--- config.mk ---
export PLATFORM = sky130hd
export DESIGN_NAME = sbclk_gear_ctrl
export DESIGN_NICKNAME = d
export VERILOG_FILES = /design/src/shared/sbclk_pkg.sv /design/src/verilog/sbclk_gear_ctrl.sv
export SDC_FILE = /design/constraint.sdc
export NUM_CORES = 1
export LEC_CHECK = 0
export ABC_AREA = 1
export BUFFER_PORTS_ARGS = -buffer_cell sky130_fd_sc_hd__buf_2
export CORE_UTILIZATION = 45
export DETAILED_ROUTE_END_ITERATION = 16
export MAX_ROUTING_LAYER = met4
export PLACE_DENSITY = 0.74
export RECOVER_POWER = 25
export SLEW_MARGIN = 25
export SYNTH_ARGS = -nofsm -noshare
export SYNTH_HDL_FRONTEND = slang
export SYNTH_SLANG_ARGS = --single-unit
export TNS_END_PERCENT = 100
--- constraint.sdc ---
create_clock -name SYS_CLK_I -period 2.4 [get_ports SYS_CLK_I]
set_input_delay 0.36 -clock SYS_CLK_I [delete_from_list [all_inputs] [get_ports SYS_CLK_I]]
set_output_delay 0.36 -clock SYS_CLK_I [all_outputs]
set_load 0.02 [all_outputs]
--- src/shared/sbclk_pkg.sv ---
// Package for the bus clock gear control block: register map, field layout,
// reset values, gear limits and loop reference select codes.
// Assumes one system clock domain; every pin input is synchronised in the block.
package sbclk_pkg;

    // Register map
    localparam logic [15:0] SBCLK_GEAR_CTRL_ADDR   = 16'h05E3;  // bus_framer_reference_gear_control
    localparam logic [15:0] SBCLK_GEAR_CTRL_RESET  = 16'h0004;
    localparam int          SBCLK_SRC_SEL_BIT      = 4;          // framer_clock_source_select
    localparam int          SBCLK_REF_GEAR_MSB     = 3;          // reference_gear_select [3:0]
    localparam int          SBCLK_REF_GEAR_LSB     = 0;

    // Gear figures
    localparam logic [3:0]  SBCLK_GEAR_STOP        = 4'h0;
    localparam logic [3:0]  SBCLK_GEAR_MIN         = 4'h1;
    localparam logic [3:0]  SBCLK_GEAR_MAX         = 4'hA;
    localparam int          SBCLK_DIV_BITS         = 9;          // Divide by up to 512

    // Loop reference select codes
    localparam logic        SBCLK_LOOP_SRC_EXT     = 1'h0;
    localparam logic        SBCLK_LOOP_SRC_BUS     = 1'h1;
    localparam int          SBCLK_LOOP_MAX         = 8;
    localparam int          SBCLK_LOOP_DEFAULT     = 2;

    // Synchroniser pair for one pin
    typedef struct packed {
        logic meta;
        logic sync;
        logic prev;
    } sbclk_sync_t;

    // Whole state of the block
    typedef struct packed {
        sbclk_sync_t                      bus_pin;
        sbclk_sync_t                      main_clk;
        sbclk_sync_t                      async_clk;
        sbclk_sync_t                      ext_ref;
        logic [SBCLK_DIV_BITS-1:0]        fr_cnt;
        logic [SBCLK_DIV_BITS-1:0]        rx_cnt;
        logic                             src_sel;
        logic [3:0]                       ref_gear;
        logic                             pin_o;
        logic                             pin_oe;
        logic                             ref_clk;
        logic                             ref_valid;
        logic [SBCLK_LOOP_MAX-1:0]        loop_ref;
        logic [15:0]                      rdata;
    } sbclk_state_t;

endpackage : sbclk_pkg

--- src/verilog/sbclk_gear_ctrl.sv ---
// Bus clock gear control: drives or receives the bus clock pin and derives a
// gear-tracking reference for the frequency locked loops.
// Assumes the current bus gear and framer role come from bus logic on SYS_CLK_I,
// and that the system clocks and bus clock pin arrive asynchronously.
// Clock inputs are sampled, so each level must last at least two SYS_CLK_I periods.
// A gear step moves a divider tap, so the first period after it may be short.
// Functional notes
// - The bus clock pin is driven while the device is active framer and is an input otherwise.
// - The manager moves the framer role and the pin direction follows the role input one SYS_CLK_I cycle later.
// - Gear 10 passes the root frequency and each lower gear halves it, gear 1 dividing by 512.
// - The framer clock follows the main system clock when the select bit is 0, else the async clock.
// - When not framing the received bus clock gives a loop reference at the reference gear.
// - The reference divider tracks the current bus gear so the output stays at the reference gear.
// - The reference is disabled while the bus gear is below the reference gear.
// - Reference gear 0 stops the clock, 1 to 10 pick the gear, reset value is 4.
// - Each loop picks the bus reference or the shared external reference EXT_REF_I through its select bit.
// - Bus clock frequency changes need no reset or reconfiguration.
`timescale 1ns/1ns

module sbclk_gear_ctrl
    import sbclk_pkg::*;
#(
    parameter int NUM_LOOPS = SBCLK_LOOP_DEFAULT
) (
    input  wire logic                 SYS_CLK_I,
    input  wire logic                 RST_I,
    input  wire logic                 CE_I,
    input  wire logic                 FRAMER_ACTIVE_I,
    input  wire logic [3:0]           BUS_GEAR_I,
    input  wire logic                 MAIN_SYS_CLK_I,
    input  wire logic                 ASYNC_SYS_CLK_I,
    input  wire logic                 BUS_CLK_PIN_I,
    output logic                      BUS_CLK_PIN_O,
    output logic                      BUS_CLK_PIN_OE_O,
    input  wire logic                 EXT_REF_I,
    input  wire logic [NUM_LOOPS-1:0] LOOP_REF_SEL_I,
    output logic [NUM_LOOPS-1:0]      LOOP_REF_O,
    output logic                      BUS_REF_CLK_O,
    output logic                      BUS_REF_VALID_O,
    input  wire logic [15:0]          REG_ADDR_I,
    input  wire logic                 REG_WR_I,
    input  wire logic [15:0]          REG_WDATA_I,
    input  wire logic                 REG_RD_I,
    output logic [15:0]               REG_RDATA_O
);

    // ------------------------------------------------------------------
    // Elaboration checks
    // ------------------------------------------------------------------
    if (NUM_LOOPS < 1 || NUM_LOOPS > SBCLK_LOOP_MAX) begin : g_bad_loops
        $error("NUM_LOOPS out of range");
    end

    // Divider must be deep enough for the slowest gear
    if (SBCLK_DIV_BITS < int'(SBCLK_GEAR_MAX - SBCLK_GEAR_MIN)) begin : g_bad_div
        $error("SBCLK_DIV_BITS too small for the gear range");
    end

    // ------------------------------------------------------------------
    // Helpers
    // ------------------------------------------------------------------
    // Tap of a ripple divider: 0 passes the level, n picks divide by 2^n
    // Counter bit n-1 toggles once per 2^(n-1) counted edges
    function automatic logic div_tap(input logic [SBCLK_DIV_BITS-1:0] cnt,
                                     input logic level, input logic [3:0] n);
        logic [3:0] idx;
        idx = n - 4'h1;
        if (n == 4'h0) begin
            div_tap = level;
        end else begin
            div_tap = cnt[idx];
        end
    endfunction : div_tap

    // Clamp a gear code into 1..10
    // Bus gear 0 is read as 1 and codes above 10 as 10
    function automatic logic [3:0] clamp_gear(input logic [3:0] g);
        if (g < SBCLK_GEAR_MIN) begin
            clamp_gear = SBCLK_GEAR_MIN;
        end else if (g > SBCLK_GEAR_MAX) begin
            clamp_gear = SBCLK_GEAR_MAX;
        end else begin
            clamp_gear = g;
        end
    endfunction : clamp_gear

    // All state lives in one register: outputs read it directly, and a low
    // clock enable holds the dividers, synchronisers and control word alike
    sbclk_state_t state_reg;
    sbclk_state_t state_next;

    // ------------------------------------------------------------------
    // Next state
    // ------------------------------------------------------------------
    // Synchronise pins, run dividers, decode register access
    always_comb begin
        logic [3:0] bus_gear;
        logic [3:0] ref_gear;
        logic [3:0] fr_shift;
        logic       fr_level;
        logic       fr_rise;
        logic       rx_rise;
        logic       ref_on;
        logic       ref_lvl;
        bus_gear   = clamp_gear(BUS_GEAR_I);
        ref_gear   = clamp_gear(state_reg.ref_gear);
        fr_shift   = SBCLK_GEAR_MAX - bus_gear;
        fr_level   = 1'h0;
        fr_rise    = 1'h0;
        rx_rise    = 1'h0;
        ref_on     = 1'h0;
        ref_lvl    = 1'h0;
        state_next = state_reg;

        // Two-stage synchronisers, edge history on the second stage
        // Only the second stage feeds logic; the first may be metastable
        state_next.bus_pin   = '{BUS_CLK_PIN_I,   state_reg.bus_pin.meta,   state_reg.bus_pin.sync};
        state_next.main_clk  = '{MAIN_SYS_CLK_I,  state_reg.main_clk.meta,  state_reg.main_clk.sync};
        state_next.async_clk = '{ASYNC_SYS_CLK_I, state_reg.async_clk.meta, state_reg.async_clk.sync};
        state_next.ext_ref   = '{EXT_REF_I,       state_reg.ext_ref.meta,   state_reg.ext_ref.sync};

        // Framer clock source choice
        // Both clocks are synchronised all the time, so a source change acts at once
        if (state_reg.src_sel) begin
            fr_level = state_reg.async_clk.sync;
            fr_rise  = state_reg.async_clk.sync & ~state_reg.async_clk.prev;
        end else begin
            fr_level = state_reg.main_clk.sync;
            fr_rise  = state_reg.main_clk.sync & ~state_reg.main_clk.prev;
        end

        // Framer divider, free running so gear changes need no restart
        if (fr_rise) begin
            state_next.fr_cnt = state_reg.fr_cnt + 1'b1;
        end

        // Receive divider counts synchronised rising edges of the bus pin
        rx_rise = state_reg.bus_pin.sync & ~state_reg.bus_pin.prev;
        if (rx_rise) begin
            state_next.rx_cnt = state_reg.rx_cnt + 1'b1;
        end

        // Pin direction follows the framer role; the drive value is forced low
        // while receiving so a later handover starts from a quiet level
        state_next.pin_oe = FRAMER_ACTIVE_I;
        if (FRAMER_ACTIVE_I) begin
            state_next.pin_o = div_tap(state_reg.fr_cnt, fr_level, fr_shift);
        end else begin
            state_next.pin_o = 1'h0;
        end

        // Reference divider adapts to the current bus gear: the tap is the gap
        // between bus gear and reference gear, so a gear step needs no restart.
        // An unreachable reference is held low rather than run at a wrong rate.
        ref_on = !FRAMER_ACTIVE_I && (state_reg.ref_gear != SBCLK_GEAR_STOP)
                 && (bus_gear >= ref_gear);
        if (ref_on) begin
            ref_lvl = div_tap(state_reg.rx_cnt, state_reg.bus_pin.sync,
                              bus_gear - ref_gear);
        end
        state_next.ref_clk   = ref_lvl;
        state_next.ref_valid = ref_on;

        // Per-loop reference choice
        state_next.loop_ref = '0;
        for (int i = 0; i < NUM_LOOPS; i++) begin
            if (LOOP_REF_SEL_I[i] == SBCLK_LOOP_SRC_BUS) begin
                state_next.loop_ref[i] = ref_lvl;
            end else begin
                state_next.loop_ref[i] = state_reg.ext_ref.sync;
            end
        end

        // Register write and read
        if (REG_WR_I && REG_ADDR_I == SBCLK_GEAR_CTRL_ADDR) begin
            state_next.src_sel  = REG_WDATA_I[SBCLK_SRC_SEL_BIT];
            state_next.ref_gear = REG_WDATA_I[SBCLK_REF_GEAR_MSB:SBCLK_REF_GEAR_LSB];
        end

        // Reads see the word before any write of the same cycle; reserved bits are zero
        if (REG_RD_I && REG_ADDR_I == SBCLK_GEAR_CTRL_ADDR) begin
            state_next.rdata = '0;
            state_next.rdata[SBCLK_SRC_SEL_BIT] = state_reg.src_sel;
            state_next.rdata[SBCLK_REF_GEAR_MSB:SBCLK_REF_GEAR_LSB] = state_reg.ref_gear;
        end else if (REG_RD_I) begin
            state_next.rdata = '0;                                        // Unmapped reads zero
        end
    end

    // ------------------------------------------------------------------
    // State register
    // ------------------------------------------------------------------
    // Synchronous reset, clock enable freezes everything.
    // Reset does not wait for the clock enable, so the control word always
    // returns to its reset value.
    always_ff @(posedge SYS_CLK_I) begin
        if (RST_I) begin
            state_reg          <= '0;
            state_reg.src_sel  <= SBCLK_GEAR_CTRL_RESET[SBCLK_SRC_SEL_BIT];
            state_reg.ref_gear <= SBCLK_GEAR_CTRL_RESET[SBCLK_REF_GEAR_MSB:SBCLK_REF_GEAR_LSB];
        end else if (CE_I) begin
            state_reg <= state_next;
        end
    end

    // ------------------------------------------------------------------
    // Outputs
    // ------------------------------------------------------------------
    // Pin drive and its enable
    assign BUS_CLK_PIN_O    = state_reg.pin_o;
    assign BUS_CLK_PIN_OE_O = state_reg.pin_oe;

    // Derived reference and its valid flag
    assign BUS_REF_CLK_O    = state_reg.ref_clk;
    assign BUS_REF_VALID_O  = state_reg.ref_valid;

    // Per-loop references and read data
    assign LOOP_REF_O       = state_reg.loop_ref[NUM_LOOPS-1:0];
    assign REG_RDATA_O      = state_reg.rdata;

endmodule : sbclk_gear_ctrl
---- Word-level counts from Yosys, hierarchy flattened ----
Cells that the tools add are included.
storage, ports and cells
  flip-flop bits (word level) ............. 56
  bits of input ports ..................... 48
  output and inout bits ................... 22
  logic and storage cells ................. 72
operators by class
  $add $sub $neg .......................... 6
  $lt $le $gt $ge ......................... 7
  equal/unequal tests ..................... 1
  multiplexer cells ....................... 18
  bitwise operators ....................... 6
  reduce and logical (&&, ||, !) cells .... 13
operator list
  operator                                                                      count
  16-bit 2-to-1 mux                                                             2
  9-bit by 1-bit adder with 9-bit output, second input constant                 2
  16-bit by 11-bit == test with 1-bit output, second input constant             1
  4-bit 2-to-1 mux                                                              4
  4-bit by 5-bit less-than comparator with 1-bit output, second input constant  2
  1-bit 2-to-1 mux                                                              10
  1-bit binary-select mux with 4-bit select                                     2
  4-bit greater-than comparator, second input constant                          2
  4-bit logical NOT                                                             2
  4-bit by 1-bit less-than comparator with 1-bit output, second input constant  2
  2-bit AND reduction                                                           4
  4-bit by 1-bit subtractor with 4-bit output, second input constant            2
  4-bit greater-or-equal comparator                                             1
  1-bit logical AND                                                             4
  4-bit nonzero test                                                            1
  4-bit subtractor                                                              1
  4-bit subtractor, first input constant                                        1
  1-bit bitwise AND                                                             3
  1-bit inverter                                                                3
  2-bit nonzero test                                                            1
  1-bit logical NOT                                                             1

---- Depth between registers and ports, before layout ----
Gate-level depths: netlist of run 1.
  depth in word-level cells ............... 10
  gate-level depth with buffers ........... 21

---- Worst setup path before layout of run 1 ----
Ideal clock, no wire load.
  kind .................................... input port to flip-flop
  start ................................... input BUS_GEAR_I[0]
  end ..................................... register state_reg, in the netlist LOOP_REF_O[0]
  library setup time ...................... 0.134 ns
  arrival time ............................ 2.419 ns
  data required time ...................... 2.266 ns
  setup slack ............................. -0.153 ns
  stages on the path ...................... 20
  path buffers ............................ 0
  path through ............................ inv_1 o21ai_2 nand2_4 ha_1 inv_1 fa_1 inv_1 ha_1 inv_1 nand2_1 nor2_1 nor2_1 nor2_1 nor2_1 nand2_1 nand3_1 nand2_1 nand2_1 nand2_1 a21oi_1
between the ends
  cells in the longest elaborated chain, start to end .. 10
  elaborated cells on any way between the ends .. 14
  those cells by class .................... add/sub (2); order compare (3); mux (7); reduce/logical (2)
ends and longest elaborated chain
  item                                         line                    text
  start, declared                              sbclk_gear_ctrl.sv:29   input wire logic [3:0] BUS_GEAR_I,
  4-bit greater-than comparator                sbclk_gear_ctrl.sv:80   end else if (g > SBCLK_GEAR_MAX) begin
  4-bit 2-to-1 mux                             sbclk_gear_ctrl.sv:80
  4-bit 2-to-1 mux *                           sbclk_gear_ctrl.sv:78   if (g < SBCLK_GEAR_MIN) begin
  4-bit subtractor                             sbclk_gear_ctrl.sv:159  bus_gear - ref_gear);
  4-bit by 1-bit subtractor with 4-bit output  sbclk_gear_ctrl.sv:67   idx = n - 4'h1;
  1-bit binary-select mux with 4-bit select    sbclk_gear_ctrl.sv:71   div_tap = cnt[idx];
  1-bit 2-to-1 mux (implied by the code)       sbclk_gear_ctrl.sv:71
  1-bit 2-to-1 mux                             sbclk_gear_ctrl.sv:68   if (n == 4'h0) begin
  1-bit 2-to-1 mux *                           sbclk_gear_ctrl.sv:157  if (ref_on) begin
  1-bit 2-to-1 mux *                           sbclk_gear_ctrl.sv:167  if (LOOP_REF_SEL_I[i] == SBCLK_LOOP_SRC_BUS) begin
  end signal, assigned                         sbclk_gear_ctrl.sv:202  state_reg <= state_next;
  end, declared                                sbclk_gear_ctrl.sv:89   sbclk_state_t state_reg;
Mark *: on every way between the ends. The rest lies on a longest branch, timed or not. The select of a mux whose other input is x is not followed.
A chain may end at the register's enable or synchronous reset.

---- Final worst setup path of run 1 ----
  start ................................... register state_reg[30] (netlist name)
  end ..................................... register state_reg, in the netlist LOOP_REF_O[0]
between the ends
  cells in the longest elaborated chain, start to end .. 10
  elaborated cells on any way between the ends .. 16
  those cells by class .................... add/sub (2); order compare (3); mux (7); reduce/logical (4)
ends and longest elaborated chain
  item                                         line
  4-bit greater-than comparator                sbclk_gear_ctrl.sv:80
  4-bit 2-to-1 mux                             sbclk_gear_ctrl.sv:80
  4-bit 2-to-1 mux                             sbclk_gear_ctrl.sv:78
  4-bit subtractor                             sbclk_gear_ctrl.sv:159
  4-bit by 1-bit subtractor with 4-bit output  sbclk_gear_ctrl.sv:67
  1-bit binary-select mux with 4-bit select    sbclk_gear_ctrl.sv:71
  1-bit 2-to-1 mux (implied by the code)       sbclk_gear_ctrl.sv:71
  1-bit 2-to-1 mux                             sbclk_gear_ctrl.sv:68
  1-bit 2-to-1 mux *                           sbclk_gear_ctrl.sv:157
  1-bit 2-to-1 mux *                           sbclk_gear_ctrl.sv:167
Marked as above.

==> qor.json, run 1 <==
{
  "min_path_type": {"value": "input port to flop"},
  "h-tree-depth": {"value": 2},
  "tightest_slew": {"value": 1096, "unit": "ps"},
  "grt_max_degree": {"value": 31},
  "arrival": {"value": 2720, "unit": "ps"},
  "layout_common_cells": {"value": "70 x sky130_fd_sc_hd__nand2_1, 44 x sky130_fd_sc_hd__dfxtp_1, 42 x sky130_fd_sc_hd__nor2_1, 39 x sky130_fd_sc_hd__buf_2"},
  "worstSkewPairLatency": {"value": 300, "unit": "ps"},
  "globalRouteMet2Util": {"value": 0.3345},
  "layout_worst_path_cycle_share": {"value": 1.034},
  "grt_antenna_before_repair": {"value": 0},
  "initialDrtViolationCount": {"value": 98},
  "grt-busiest-layer": {"value": "met2"},
  "logic_gate_share_of_total_power": {"value": 0.185},
  "sum_of_negative_setup_slack": {"value": -154.9, "unit": "ps"},
  "violations_in_the_final_reports": {"value": "setup timing"},
  "route.vias.total": {"value": 2527},
  "syn_inst": {"value": 394},
  "hold_slack": {"value": 275.6, "unit": "ps"},
  "routedWlPerCell": {"value": 10.76, "unit": "um"},
  "clock.fmax": {"value": 0.4029, "unit": "GHz"},
  "layout_commonest_cell": {"value": "sky130_fd_sc_hd__nand2_1"},
  "top_level_ports": {"value": 70},
  "setup_cp_type": {"value": "flop to flop"},
  "cts.sink_count": {"value": 45},
  "die-height": {"value": 78.98, "unit": "um"},
  "die_w": {"value": 78.98, "unit": "um"},
  "worst_ir_drop_vdd": {"value": 0.0002934, "unit": "V"},
  "timing.critical_path.cells": {"value": "nor2_4, o21ai_1, nand2_2, ha_4, inv_2, fa_1, inv_2, ha_4, inv_2, nand2_1, nor2_1, nor2_1, nor2_1, nor2_1, nand2_1, nand3_2, nand2_2, nand2_1, nand2_1, a21oi_1"},
  "grt_util_all_layers": {"value": 0.1937},
  "globalRouteMet3Util": {"value": 0.03103},
  "proportion_of_synthesized_chip_area_in_sequential_cells": {"value": 0.3379},
  "largest_reg_flops": {"value": 26},
  "core_region_area": {"value": 5608, "unit": "um2"},
  "preCtsSetupSlack": {"value": -281.1, "unit": "ps"},
  "power.share.switching": {"value": 0.2983},
  "start_kind": {"value": "flop"},
  "critical_path.max_stage_delay": {"value": 520, "unit": "ps"},
  "power_report.internal_total": {"value": 1088, "unit": "uW"},
  "endpoint_kind": {"value": "flop"},
  "totalWireLength": {"value": 5628, "unit": "um"},
  "placementRows": {"value": 27},
  "yosys.cell_types.count": {"value": 35},
  "cts_inserted_buffers": {"value": 5},
  "via_count_of_the_first_global_routing_pass": {"value": 2331},
  "clk_pin_slew_worst_paths": {"value": 90, "unit": "ps"},
  "drt-vias-per-instance": {"value": 4.832},
  "cp_max_fo": {"value": 4},
  "post-dp-hpwl": {"value": 4333, "unit": "um"},
  "wire_length_of_the_first_global_routing_pass": {"value": 9466, "unit": "um"},
  "crit_slowest_cell": {"value": "sky130_fd_sc_hd__fa_1"},
  "proportion_of_layout_cells_with_a_drive_suffix_above_1": {"value": 0.2373},
  "fill_cells": {"value": 567},
  "finalCoreUtilization": {"value": 0.5602},
  "timing.max_slew.rel_slack": {"value": 0.2697},
  "design.final.nets": {"value": 509},
  "yosys_warnings": {"value": 0},
  "num_antenna_cells": {"value": 0},
  "die_area": {"value": 6237, "unit": "um2"},
  "finalClockSkew": {"value": 10.17, "unit": "ps"},
  "grt.met1_usage": {"value": 0.2232},
  "clockRootBuffer": {"value": "sky130_fd_sc_hd__clkbuf_8"},
  "postSynthAreaPerCell": {"value": 6.767, "unit": "um2"},
  "unrepaired_setup_endpoints_after_global_routing": {"value": "true"},
  "share_seq_of_total_power": {"value": 0.502},
  "power.net_switching": {"value": 462.7, "unit": "uW"},
  "timing.final.crit_period": {"value": 2482, "unit": "ps"},
  "clock_path_buffers": {"value": 2},
  "overflow": {"value": 0},
  "ys_seq_elements": {"value": 45},
  "post_synthesis_cell_area": {"value": 2666, "unit": "um2"},
  "seq_area": {"value": 902.1, "unit": "um2"},
  "maxCapViolCount": {"value": 0},
  "timing.final.ws_setup": {"value": -81.91, "unit": "ps"},
  "leakage": {"value": 0.001412, "unit": "uW"},
  "postRouteAntennaNets": {"value": 0},
  "worst-endpoint-required": {"value": 2640, "unit": "ps"},
  "status": {"value": "finished with violations"},
  "share_clk_of_total_power": {"value": 0.313},
  "pwr_density_cell": {"value": 493.6, "unit": "nW/um2"},
  "finalSetupViolCount": {"value": 2},
  "buffer_ports.inserted": {"value": 47},
  "final-hold-violation-count": {"value": 0},
  "area_growth": {"value": 17.83, "unit": "%"},
  "drt_pre_antenna_iters": {"value": 5},
  "multi_input_area": {"value": 1474, "unit": "um2"},
  "cts_tree": {"value": "done"},
  "number_of_design_rule_violations_left_after_detail_routing": {"value": 0},
  "slew_violations": {"value": 0},
  "globalplace.congestion": {"value": 0.7741},
  "initial_core_util": {"value": 0.4755}
}
-- power by group through the flow --
stage	sequential, uW	combinational, uW	clock, uW
floorplan	798	211	0
global placement	795	279	0
detailed placement	795	287	0
CTS	778	290	498
global route	781	329	530
finish	778	287	486
-- cells by family after synthesis --
logic type,count (synthesis),share of synthesized area
simple gates,178,0.3092
buf+inv,83,0.1450
compound gates,75,0.1459
flops,45,0.3379
fa+ha+maj,11,0.05443
xor+xnor,1,0.006102
other cells,1,0.001406
-- repair_timing --
item,4_1_cts,5_1_grt
setup endpoints to repair,3,3
pin swaps,3,1
hold buffers,0,0
buffers inserted,1,0
resized for setup,8,0
-- layer usage --
layer | share of wire | wire length [um]
met1 | 0.48 | 2675
met2 | 0.49 | 2735
met3 | 0.026 | 145
met4 | 0.013 | 72
met5 | 0 | 0
-- Yosys cell counts --
cell / number / area (um2)
sky130_fd_sc_hd__a21oi_1: 37 / 185.2
sky130_fd_sc_hd__a21oi_2: 1 / 8.760
sky130_fd_sc_hd__a31oi_1: 2 / 12.51
sky130_fd_sc_hd__and3_1: 1 / 6.260
sky130_fd_sc_hd__buf_1: 1 / 3.750
sky130_fd_sc_hd__buf_2: 2 / 10.01
sky130_fd_sc_hd__buf_4: 18 / 135.1
sky130_fd_sc_hd__clkbuf_1: 7 / 26.28
sky130_fd_sc_hd__clkinv_1: 2 / 7.510
sky130_fd_sc_hd__conb_1: 1 / 3.750
sky130_fd_sc_hd__dfxtp_1: 45 / 900.9
sky130_fd_sc_hd__dlygate4sd1_1: 1 / 8.760
sky130_fd_sc_hd__fa_1: 1 / 20.02
sky130_fd_sc_hd__ha_1: 10 / 125.1
sky130_fd_sc_hd__inv_1: 41 / 153.9
sky130_fd_sc_hd__inv_2: 11 / 41.29
sky130_fd_sc_hd__nand2_1: 73 / 274.0
sky130_fd_sc_hd__nand2_2: 2 / 12.51
sky130_fd_sc_hd__nand2_4: 2 / 22.52
sky130_fd_sc_hd__nand3_1: 33 / 165.2
sky130_fd_sc_hd__nand3_2: 1 / 10.01
sky130_fd_sc_hd__nand3b_1: 1 / 7.510
sky130_fd_sc_hd__nand3b_4: 1 / 20.02
sky130_fd_sc_hd__nand4_1: 7 / 43.79
sky130_fd_sc_hd__nor2_1: 43 / 161.4
sky130_fd_sc_hd__nor2_2: 2 / 12.51
sky130_fd_sc_hd__nor3_1: 5 / 25.02
sky130_fd_sc_hd__nor3_2: 3 / 30.03
sky130_fd_sc_hd__nor3b_1: 2 / 15.01
sky130_fd_sc_hd__nor4_2: 1 / 12.51
sky130_fd_sc_hd__o21ai_0: 27 / 135.1
sky130_fd_sc_hd__o21ai_1: 6 / 30.03
sky130_fd_sc_hd__o21ai_2: 2 / 17.52
sky130_fd_sc_hd__or2_1: 1 / 6.260
sky130_fd_sc_hd__xor2_2: 1 / 16.27
-- worst max-delay path, delay by kind of cell (launching register included) --
kind	cells	cell delay (ps)
AOI/OAI and AO/OA	2	190
adders and majority gates	3	930
buffers and inverters	3	120
DFF	1	350
and+or+nand+nor	12	820
-- per-stage QoR --
stage	area, um2	cells	power (uW)
final	3142	523	1551
after global routing	3142	523	1640
after CTS	3156	523	1566
after detailed placement	3034	514	1082
after global placement	3034	514	1074
after floorplan	2743	404	1009
-- area by class of cell --
| cell class | instances | area share |
|---|---|---|
| timing repair buffer | 68 | 0.1207 |
| sequential | 45 | 0.2871 |
| clock buffer | 5 | 0.02190 |
| inverter | 54 | 0.06571 |
| clock inverter | 3 | 0.006770 |
| multi-input combinational | 276 | 0.4691 |
| tap | 72 | 0.02867 |
-- path summary, 6_finish.rpt --
check | startpoint | end | slack [ps] | cells after the start
worst max-delay path | state_reg[30]$_SDFFE_PP1P_ | LOOP_REF_O[0]$_SDFFE_PP0P_ | -80 | 20
worst min-delay path | BUS_CLK_PIN_I | state_next[61]$_SDFFE_PP0P_ | 280 | 3
worst max register to register | state_reg[30]$_SDFFE_PP1P_ | LOOP_REF_O[0]$_SDFFE_PP0P_ | -80 | 20
worst min register to register | state_reg[49]$_SDFFE_PP0P_ | state_reg[49]$_SDFFE_PP0P_ | 460 | 1
No activity file was read; power rests on OpenSTA's default activity.
==> run 2: changes to the inputs <==
==> constraint.sdc (replaced) <==
create_clock -name SYS_CLK_I -period 2.4 [get_ports SYS_CLK_I]
set_input_delay 0.12 -clock SYS_CLK_I [delete_from_list [all_inputs] [get_ports SYS_CLK_I]]
set_output_delay 0.12 -clock SYS_CLK_I [all_outputs]
set_load 0.02 [all_outputs]
==> qor.json, run 2 (synthesized netlist as in run 1, its figures left out) <==
{
  "cp_max_fo": {"value": 4},
  "layout_worst_path_cycle_share": {"value": 1.030},
  "wire_length_of_the_first_global_routing_pass": {"value": 9128, "unit": "um"},
  "globalplace.congestion": {"value": 0.8033},
  "unrepaired_setup_endpoints_after_global_routing": {"value": "true"},
  "power.net_switching": {"value": 459.5, "unit": "uW"},
  "power.share.switching": {"value": 0.2970},
  "clock_path_buffers": {"value": 2},
  "cts.sink_count": {"value": 45},
  "via_count_of_the_first_global_routing_pass": {"value": 2185},
  "postRouteAntennaNets": {"value": 0},
  "endpoint_kind": {"value": "flop"},
  "timing.max_slew.rel_slack": {"value": 0.4917},
  "overflow": {"value": 0},
  "placementRows": {"value": 27},
  "cts_inserted_buffers": {"value": 5},
  "globalRouteMet2Util": {"value": 0.3078},
  "status": {"value": "finished with violations"},
  "number_of_design_rule_violations_left_after_detail_routing": {"value": 0},
  "route.vias.total": {"value": 2533},
  "timing.final.crit_period": {"value": 2471, "unit": "ps"},
  "design.final.nets": {"value": 508},
  "leakage": {"value": 0.001398, "unit": "uW"},
  "drt-vias-per-instance": {"value": 4.852},
  "clock.fmax": {"value": 0.4047, "unit": "GHz"},
  "largest_reg_flops": {"value": 26},
  "globalRouteMet3Util": {"value": 0.03448},
  "post-dp-hpwl": {"value": 4189, "unit": "um"},
  "grt-busiest-layer": {"value": "met2"},
  "worstSkewPairLatency": {"value": 300, "unit": "ps"},
  "clockRootBuffer": {"value": "sky130_fd_sc_hd__clkbuf_8"},
  "tot_pwr": {"value": 1547, "unit": "uW"},
  "share_clk_of_total_power": {"value": 0.317},
  "proportion_of_layout_cells_with_a_drive_suffix_above_1": {"value": 0.2200},
  "min_path_type": {"value": "input port to flop"},
  "layout_commonest_cell": {"value": "sky130_fd_sc_hd__nand2_1"},
  "grt_max_degree": {"value": 31},
  "clk_pin_slew_worst_paths": {"value": 90, "unit": "ps"},
  "fill_cells": {"value": 549},
  "maxCapViolCount": {"value": 0},
  "grt.met1_usage": {"value": 0.2287},
  "layout_common_cells": {"value": "72 x sky130_fd_sc_hd__nand2_1, 42 x sky130_fd_sc_hd__dfxtp_1, 42 x sky130_fd_sc_hd__nor2_1, 39 x sky130_fd_sc_hd__inv_1, 37 x sky130_fd_sc_hd__a21oi_1"},
  "drt_pre_antenna_iters": {"value": 4},
  "finalSetupViolCount": {"value": 2},
  "die_w": {"value": 78.98, "unit": "um"},
  "power_report.internal_total": {"value": 1087, "unit": "uW"},
  "initial_core_util": {"value": 0.4755},
  "sum_of_negative_setup_slack": {"value": -139.0, "unit": "ps"},
  "die_area": {"value": 6237, "unit": "um2"},
  "grt_util_all_layers": {"value": 0.1868},
  "core_region_area": {"value": 5608, "unit": "um2"},
  "die-height": {"value": 78.98, "unit": "um"},
  "timing.final.ws_setup": {"value": -71.24, "unit": "ps"},
  "finalCoreUtilization": {"value": 0.5529},
  "grt_antenna_before_repair": {"value": 0},
  "cts_tree": {"value": "done"},
  "logic_gate_share_of_total_power": {"value": 0.180},
  "fin_cells": {"value": 522},
  "routedWlPerCell": {"value": 10.31, "unit": "um"},
  "setup_cp_type": {"value": "flop to flop"},
  "num_antenna_cells": {"value": 0},
  "h-tree-depth": {"value": 2},
  "number_of_cells_after_detailed_placement": {"value": 513},
  "worst_ir_drop_vdd": {"value": 0.0002230, "unit": "V"},
  "pwr_density_cell": {"value": 499.0, "unit": "nW/um2"},
  "violations_in_the_final_reports": {"value": "setup timing"},
  "hold_slack": {"value": 28.67, "unit": "ps"},
  "top_level_ports": {"value": 70},
  "totalWireLength": {"value": 5381, "unit": "um"},
  "arrival": {"value": 2710, "unit": "ps"},
  "worst-endpoint-required": {"value": 2640, "unit": "ps"},
  "share_seq_of_total_power": {"value": 0.503},
  "start_kind": {"value": "flop"},
  "slew_violations": {"value": 0},
  "tightest_slew": {"value": 761.6, "unit": "ps"},
  "initialDrtViolationCount": {"value": 91},
  "buffer_ports.inserted": {"value": 47},
  "final-hold-violation-count": {"value": 0},
  "area_growth": {"value": 16.28, "unit": "%"},
  "finalClockSkew": {"value": 9.924, "unit": "ps"}
}
[run 2: changes by cell type in the layout (fill, tap and decap cells not counted), moves of 2 or more]
cell,before,now
sky130_fd_sc_hd__inv_1,37,39
sky130_fd_sc_hd__dfxtp_1,44,42
sky130_fd_sc_hd__nand2_1,70,72
sky130_fd_sc_hd__buf_2,39,36
sky130_fd_sc_hd__clkbuf_1,9,11
sky130_fd_sc_hd__dfxtp_2,1,3
sky130_fd_sc_hd__nand2_2,5,3
[run 2: through the flow]
stage               setup WS [ps]  instance area (um2)
floorplan                   5.470                 2704
global placement           -124.4                 2988
detailed placement         -185.3                 2988
CTS                        -71.57                 3110
global route               -276.3                 3100
finish                     -71.24                 3100
[run 2: per-layer routing]
metal	share of wire	routed length [um]
met5	0	0
met4	0.016	87
met3	0.029	156
met2	0.48	2585
met1	0.47	2551
[run 2: path summary, 6_finish.rpt]
path,to,start,slack (ps),depth (start not counted)
max reg2reg,LOOP_REF_O[1]$_SDFFE_PP0P_,state_reg[30]$_SDFFE_PP1P_,-70,20
min reg2reg,REG_RDATA_O[0]$_SDFFE_PP0P_,REG_RDATA_O[0]$_SDFFE_PP0P_,470,2
min,state_next[58]$_SDFFE_PP0P_,MAIN_SYS_CLK_I,30,3
max,LOOP_REF_O[1]$_SDFFE_PP0P_,state_reg[30]$_SDFFE_PP1P_,-70,20
[run 2: area by class of cell]
cell class,count,area (um2),share of cell area
tap,72,90.09,0.02906
clock buffer,5,68.82,0.02220
sequential,45,904.6,0.2918
timing repair buffer,67,371.6,0.1199
clock inverter,3,25.02,0.008071
inverter,54,202.7,0.06538
multi-input combinational,276,1438,0.4637
[run 2: critical path, stage by stage, from the launching register on]
cell and delay [ps]:
sky130_fd_sc_hd__dfxtp_2 350, sky130_fd_sc_hd__nor2_4 110, sky130_fd_sc_hd__nand3_2 90, sky130_fd_sc_hd__nand2_1 70, sky130_fd_sc_hd__ha_1 150, sky130_fd_sc_hd__inv_2 40
sky130_fd_sc_hd__fa_1 500, sky130_fd_sc_hd__inv_2 60, sky130_fd_sc_hd__ha_4 270, sky130_fd_sc_hd__inv_1 50, sky130_fd_sc_hd__nand2_1 60, sky130_fd_sc_hd__nor2_1 40
sky130_fd_sc_hd__nor2_1 80, sky130_fd_sc_hd__nor2_1 50, sky130_fd_sc_hd__nor2_1 90, sky130_fd_sc_hd__nand2_1 60, sky130_fd_sc_hd__nand3_1 80, sky130_fd_sc_hd__nand2_2 70
sky130_fd_sc_hd__nand2_1 60, sky130_fd_sc_hd__nand2_1 40, sky130_fd_sc_hd__a21oi_1 110
[run 2: power by group through the flow]
stage                     Combinational [uW]  Clock [uW]  Sequential (uW)
final                                    278         491              778
after global routing                     317         538              781
after CTS                                283         507              778
after detailed placement                 276           0              795
after global placement                   269           0              795
after floorplan                          202           0              798
[run 2: timing repair]
| item | CTS | global route |
|---|---|---|
| endpoints found under the setup margin | 3 | 3 |
| buffers inserted | 0 | 1 |
| pin swaps | 2 | 0 |
| resized for setup | 8 | 3 |
| hold buffers | 0 | 0 |
==> run 3: changes to the inputs <==
--- a/config.mk
+++ b/config.mk
@@ -12,6 +12,8 @@
 export MAX_ROUTING_LAYER = met4
 export PLACE_DENSITY = 0.74
 export RECOVER_POWER = 25
+export REMOVE_ABC_BUFFERS = 1
+export SETUP_SLACK_MARGIN = 0.5
 export SLEW_MARGIN = 25
 export SYNTH_ARGS = -nofsm -noshare
 export SYNTH_HDL_FRONTEND = slang
==> qor.json, run 3 (synthesized netlist as in run 1, its figures left out) <==
{
  "met1_length": {"value": 2710, "unit": "um"},
  "drt-vias-per-instance": {"value": 4.902},
  "start_kind": {"value": "flop"},
  "clk_pin_slew_worst_paths": {"value": 90, "unit": "ps"},
  "die-height": {"value": 78.98, "unit": "um"},
  "die_area": {"value": 6237, "unit": "um2"},
  "initialDrtViolationCount": {"value": 147},
  "pwr_density_cell": {"value": 490.1, "unit": "nW/um2"},
  "tightest_slew": {"value": 752.9, "unit": "ps"},
  "timing.final.ws_setup": {"value": -87.27, "unit": "ps"},
  "initial_core_util": {"value": 0.4755},
  "wire_length_of_the_first_global_routing_pass": {"value": 9542, "unit": "um"},
  "buffer_ports.inserted": {"value": 47},
  "grt_antenna_before_repair": {"value": 0},
  "globalplace.congestion": {"value": 0.8824},
  "drt_pre_antenna_iters": {"value": 4},
  "h-tree-depth": {"value": 2},
  "grt_max_degree": {"value": 31},
  "post-dp-hpwl": {"value": 4137, "unit": "um"},
  "tot_pwr": {"value": 1540, "unit": "uW"},
  "dr.max_layer_used": {"value": "met4"},
  "routedWlPerCell": {"value": 10.61, "unit": "um"},
  "timing.max_slew.rel_slack": {"value": 0.4975},
  "status": {"value": "finished with violations"},
  "maxCapViolCount": {"value": 0},
  "placementRows": {"value": 27},
  "setup_cp_type": {"value": "flop to flop"},
  "worst-endpoint-required": {"value": 2640, "unit": "ps"},
  "num_antenna_cells": {"value": 0},
  "final-hold-violation-count": {"value": 0},
  "clock_path_buffers": {"value": 2},
  "dr_wl_met2": {"value": 2535, "unit": "um"},
  "ctsHoldBuffers": {"value": 0},
  "die_w": {"value": 78.98, "unit": "um"},
  "worst_ir_drop_vdd": {"value": 0.0003338, "unit": "V"},
  "finalClockSkew": {"value": 8.072, "unit": "ps"},
  "slew_violations": {"value": 0},
  "unrepaired_setup_endpoints_after_global_routing": {"value": "true"},
  "core_region_area": {"value": 5608, "unit": "um2"},
  "violations_in_the_final_reports": {"value": "setup timing"},
  "arrival": {"value": 2730, "unit": "ps"},
  "leakage": {"value": 0.001401, "unit": "uW"},
  "layout_common_cells": {"value": "69 x sky130_fd_sc_hd__nand2_1, 41 x sky130_fd_sc_hd__dfxtp_1, 41 x sky130_fd_sc_hd__nor2_1, 37 x sky130_fd_sc_hd__inv_1, 37 x sky130_fd_sc_hd__buf_2"},
  "cts.sink_count": {"value": 45},
  "layout_commonest_cell": {"value": "sky130_fd_sc_hd__nand2_1"},
  "endpoint_kind": {"value": "flop"},
  "length_of_routed_met3_wiring": {"value": 204, "unit": "um"},
  "top_level_ports": {"value": 70},
  "totalWireLength": {"value": 5538, "unit": "um"},
  "proportion_of_layout_cells_with_a_drive_suffix_above_1": {"value": 0.2489},
  "via_count_of_the_first_global_routing_pass": {"value": 2287},
  "grt_util_all_layers": {"value": 0.1958},
  "clock.fmax": {"value": 0.4020, "unit": "GHz"},
  "worstSkewPairLatency": {"value": 300, "unit": "ps"},
  "layout_worst_path_cycle_share": {"value": 1.036},
  "clockRootBuffer": {"value": "sky130_fd_sc_hd__clkbuf_8"},
  "min_path_type": {"value": "input port to flop"},
  "largest_reg_flops": {"value": 26},
  "cts_tree": {"value": "done"},
  "cts_inserted_buffers": {"value": 5},
  "area_growth": {"value": 17.83, "unit": "%"},
  "dpl-instance-area": {"value": 2980, "unit": "um2"},
  "timing.final.crit_period": {"value": 2487, "unit": "ps"},
  "finalCoreUtilization": {"value": 0.5602},
  "design.final.nets": {"value": 508},
  "number_of_design_rule_violations_left_after_detail_routing": {"value": 0},
  "design_area": {"value": 3142, "unit": "um2"},
  "route.vias.total": {"value": 2559},
  "overflow": {"value": 0},
  "postRouteAntennaNets": {"value": 0},
  "finalSetupViolCount": {"value": 3},
  "cp_max_fo": {"value": 4}
}
run 3: cell count changes in the layout (fill, tap and decap cells not counted), moves of 2 or more:
cell,previous run,this run
sky130_fd_sc_hd__clkinvlp_4,1,3
sky130_fd_sc_hd__inv_2,13,15
sky130_fd_sc_hd__nand2_1,72,69
sky130_fd_sc_hd__inv_1,39,37
sky130_fd_sc_hd__nand2_2,3,6
run 3: what timing repair did:
item                                    in CTS  in global routing
buffers inserted                             1                  1
pin swaps                                    4                  2
endpoints found under the setup margin       3                  3
resized for setup                            9                 14
hold endpoints to repair                     0                  0
run 3: final timing paths:
check	start	slack, ps	end	depth (start not counted)
setup reg to reg	state_reg[29]$_SDFFE_PP0P_	-90	BUS_REF_CLK_O$_SDFFE_PP0P_	19
setup / recovery	state_reg[29]$_SDFFE_PP0P_	-90	BUS_REF_CLK_O$_SDFFE_PP0P_	19
hold / removal	BUS_CLK_PIN_I	40	state_next[61]$_SDFFE_PP0P_	3
hold reg to reg	LOOP_REF_O[0]$_SDFFE_PP0P_	460	LOOP_REF_O[0]$_SDFFE_PP0P_	2
run 3: area by class of cell:
cell class / instances / area, um2
flip-flops and latches: 45 / 905.9
clock buffers: 5 / 68.82
fillers: 556 / 2466
repair buffers: 67 / 372.9
clock inverters: 3 / 22.52
well taps: 72 / 90.09
inverters: 54 / 202.7
multi-input cells: 276 / 1479
run 3: power breakdown:
group          internal [uW]  total [uW]  switching (uW)
clock network            204         475             271
registers                767         778            10.7
logic                    115         287             173
run 3: per-stage QoR:
stage / setup WS (ps) / hold WS [ps] / std cells / setup TNS (ps)
2_1_floorplan: 21.05 / 182.4 / 375 / 0
3_3_place_gp: -92.26 / 341.3 / 512 / -182.8
3_5_place_dp: -225.5 / 347.5 / 512 / -565.7
4_1_cts: -95.26 / 28.58 / 521 / -176.7
5_1_grt: -262.5 / 51.94 / 522 / -764.9
6_report: -87.27 / 36.80 / 522 / -199.5
run 3: critical path: stages (launching register included):
cell	delay [ps]
sky130_fd_sc_hd__dfxtp_2	340
sky130_fd_sc_hd__nor2_4	120
sky130_fd_sc_hd__nand3_2	90
sky130_fd_sc_hd__nand2_2	90
sky130_fd_sc_hd__ha_4	130
sky130_fd_sc_hd__inv_2	40
sky130_fd_sc_hd__fa_1	490
sky130_fd_sc_hd__inv_2	50
sky130_fd_sc_hd__ha_4	280
sky130_fd_sc_hd__inv_2	40
sky130_fd_sc_hd__nand2_2	60
sky130_fd_sc_hd__nor2_2	40
sky130_fd_sc_hd__nor2_1	80
sky130_fd_sc_hd__nor2_1	40
sky130_fd_sc_hd__nor2_1	90
sky130_fd_sc_hd__nand2_1	70
sky130_fd_sc_hd__nand3_2	60
sky130_fd_sc_hd__nand2_2	60
sky130_fd_sc_hd__buf_4	130
sky130_fd_sc_hd__a21oi_2	110
run 3: routing by layer:
metal,GRT usage,vias up
li1,-,1353
met1,0.2436,1136
met2,0.3121,61
met3,0.03448,9
met4,0.08364,0
met5,-,-
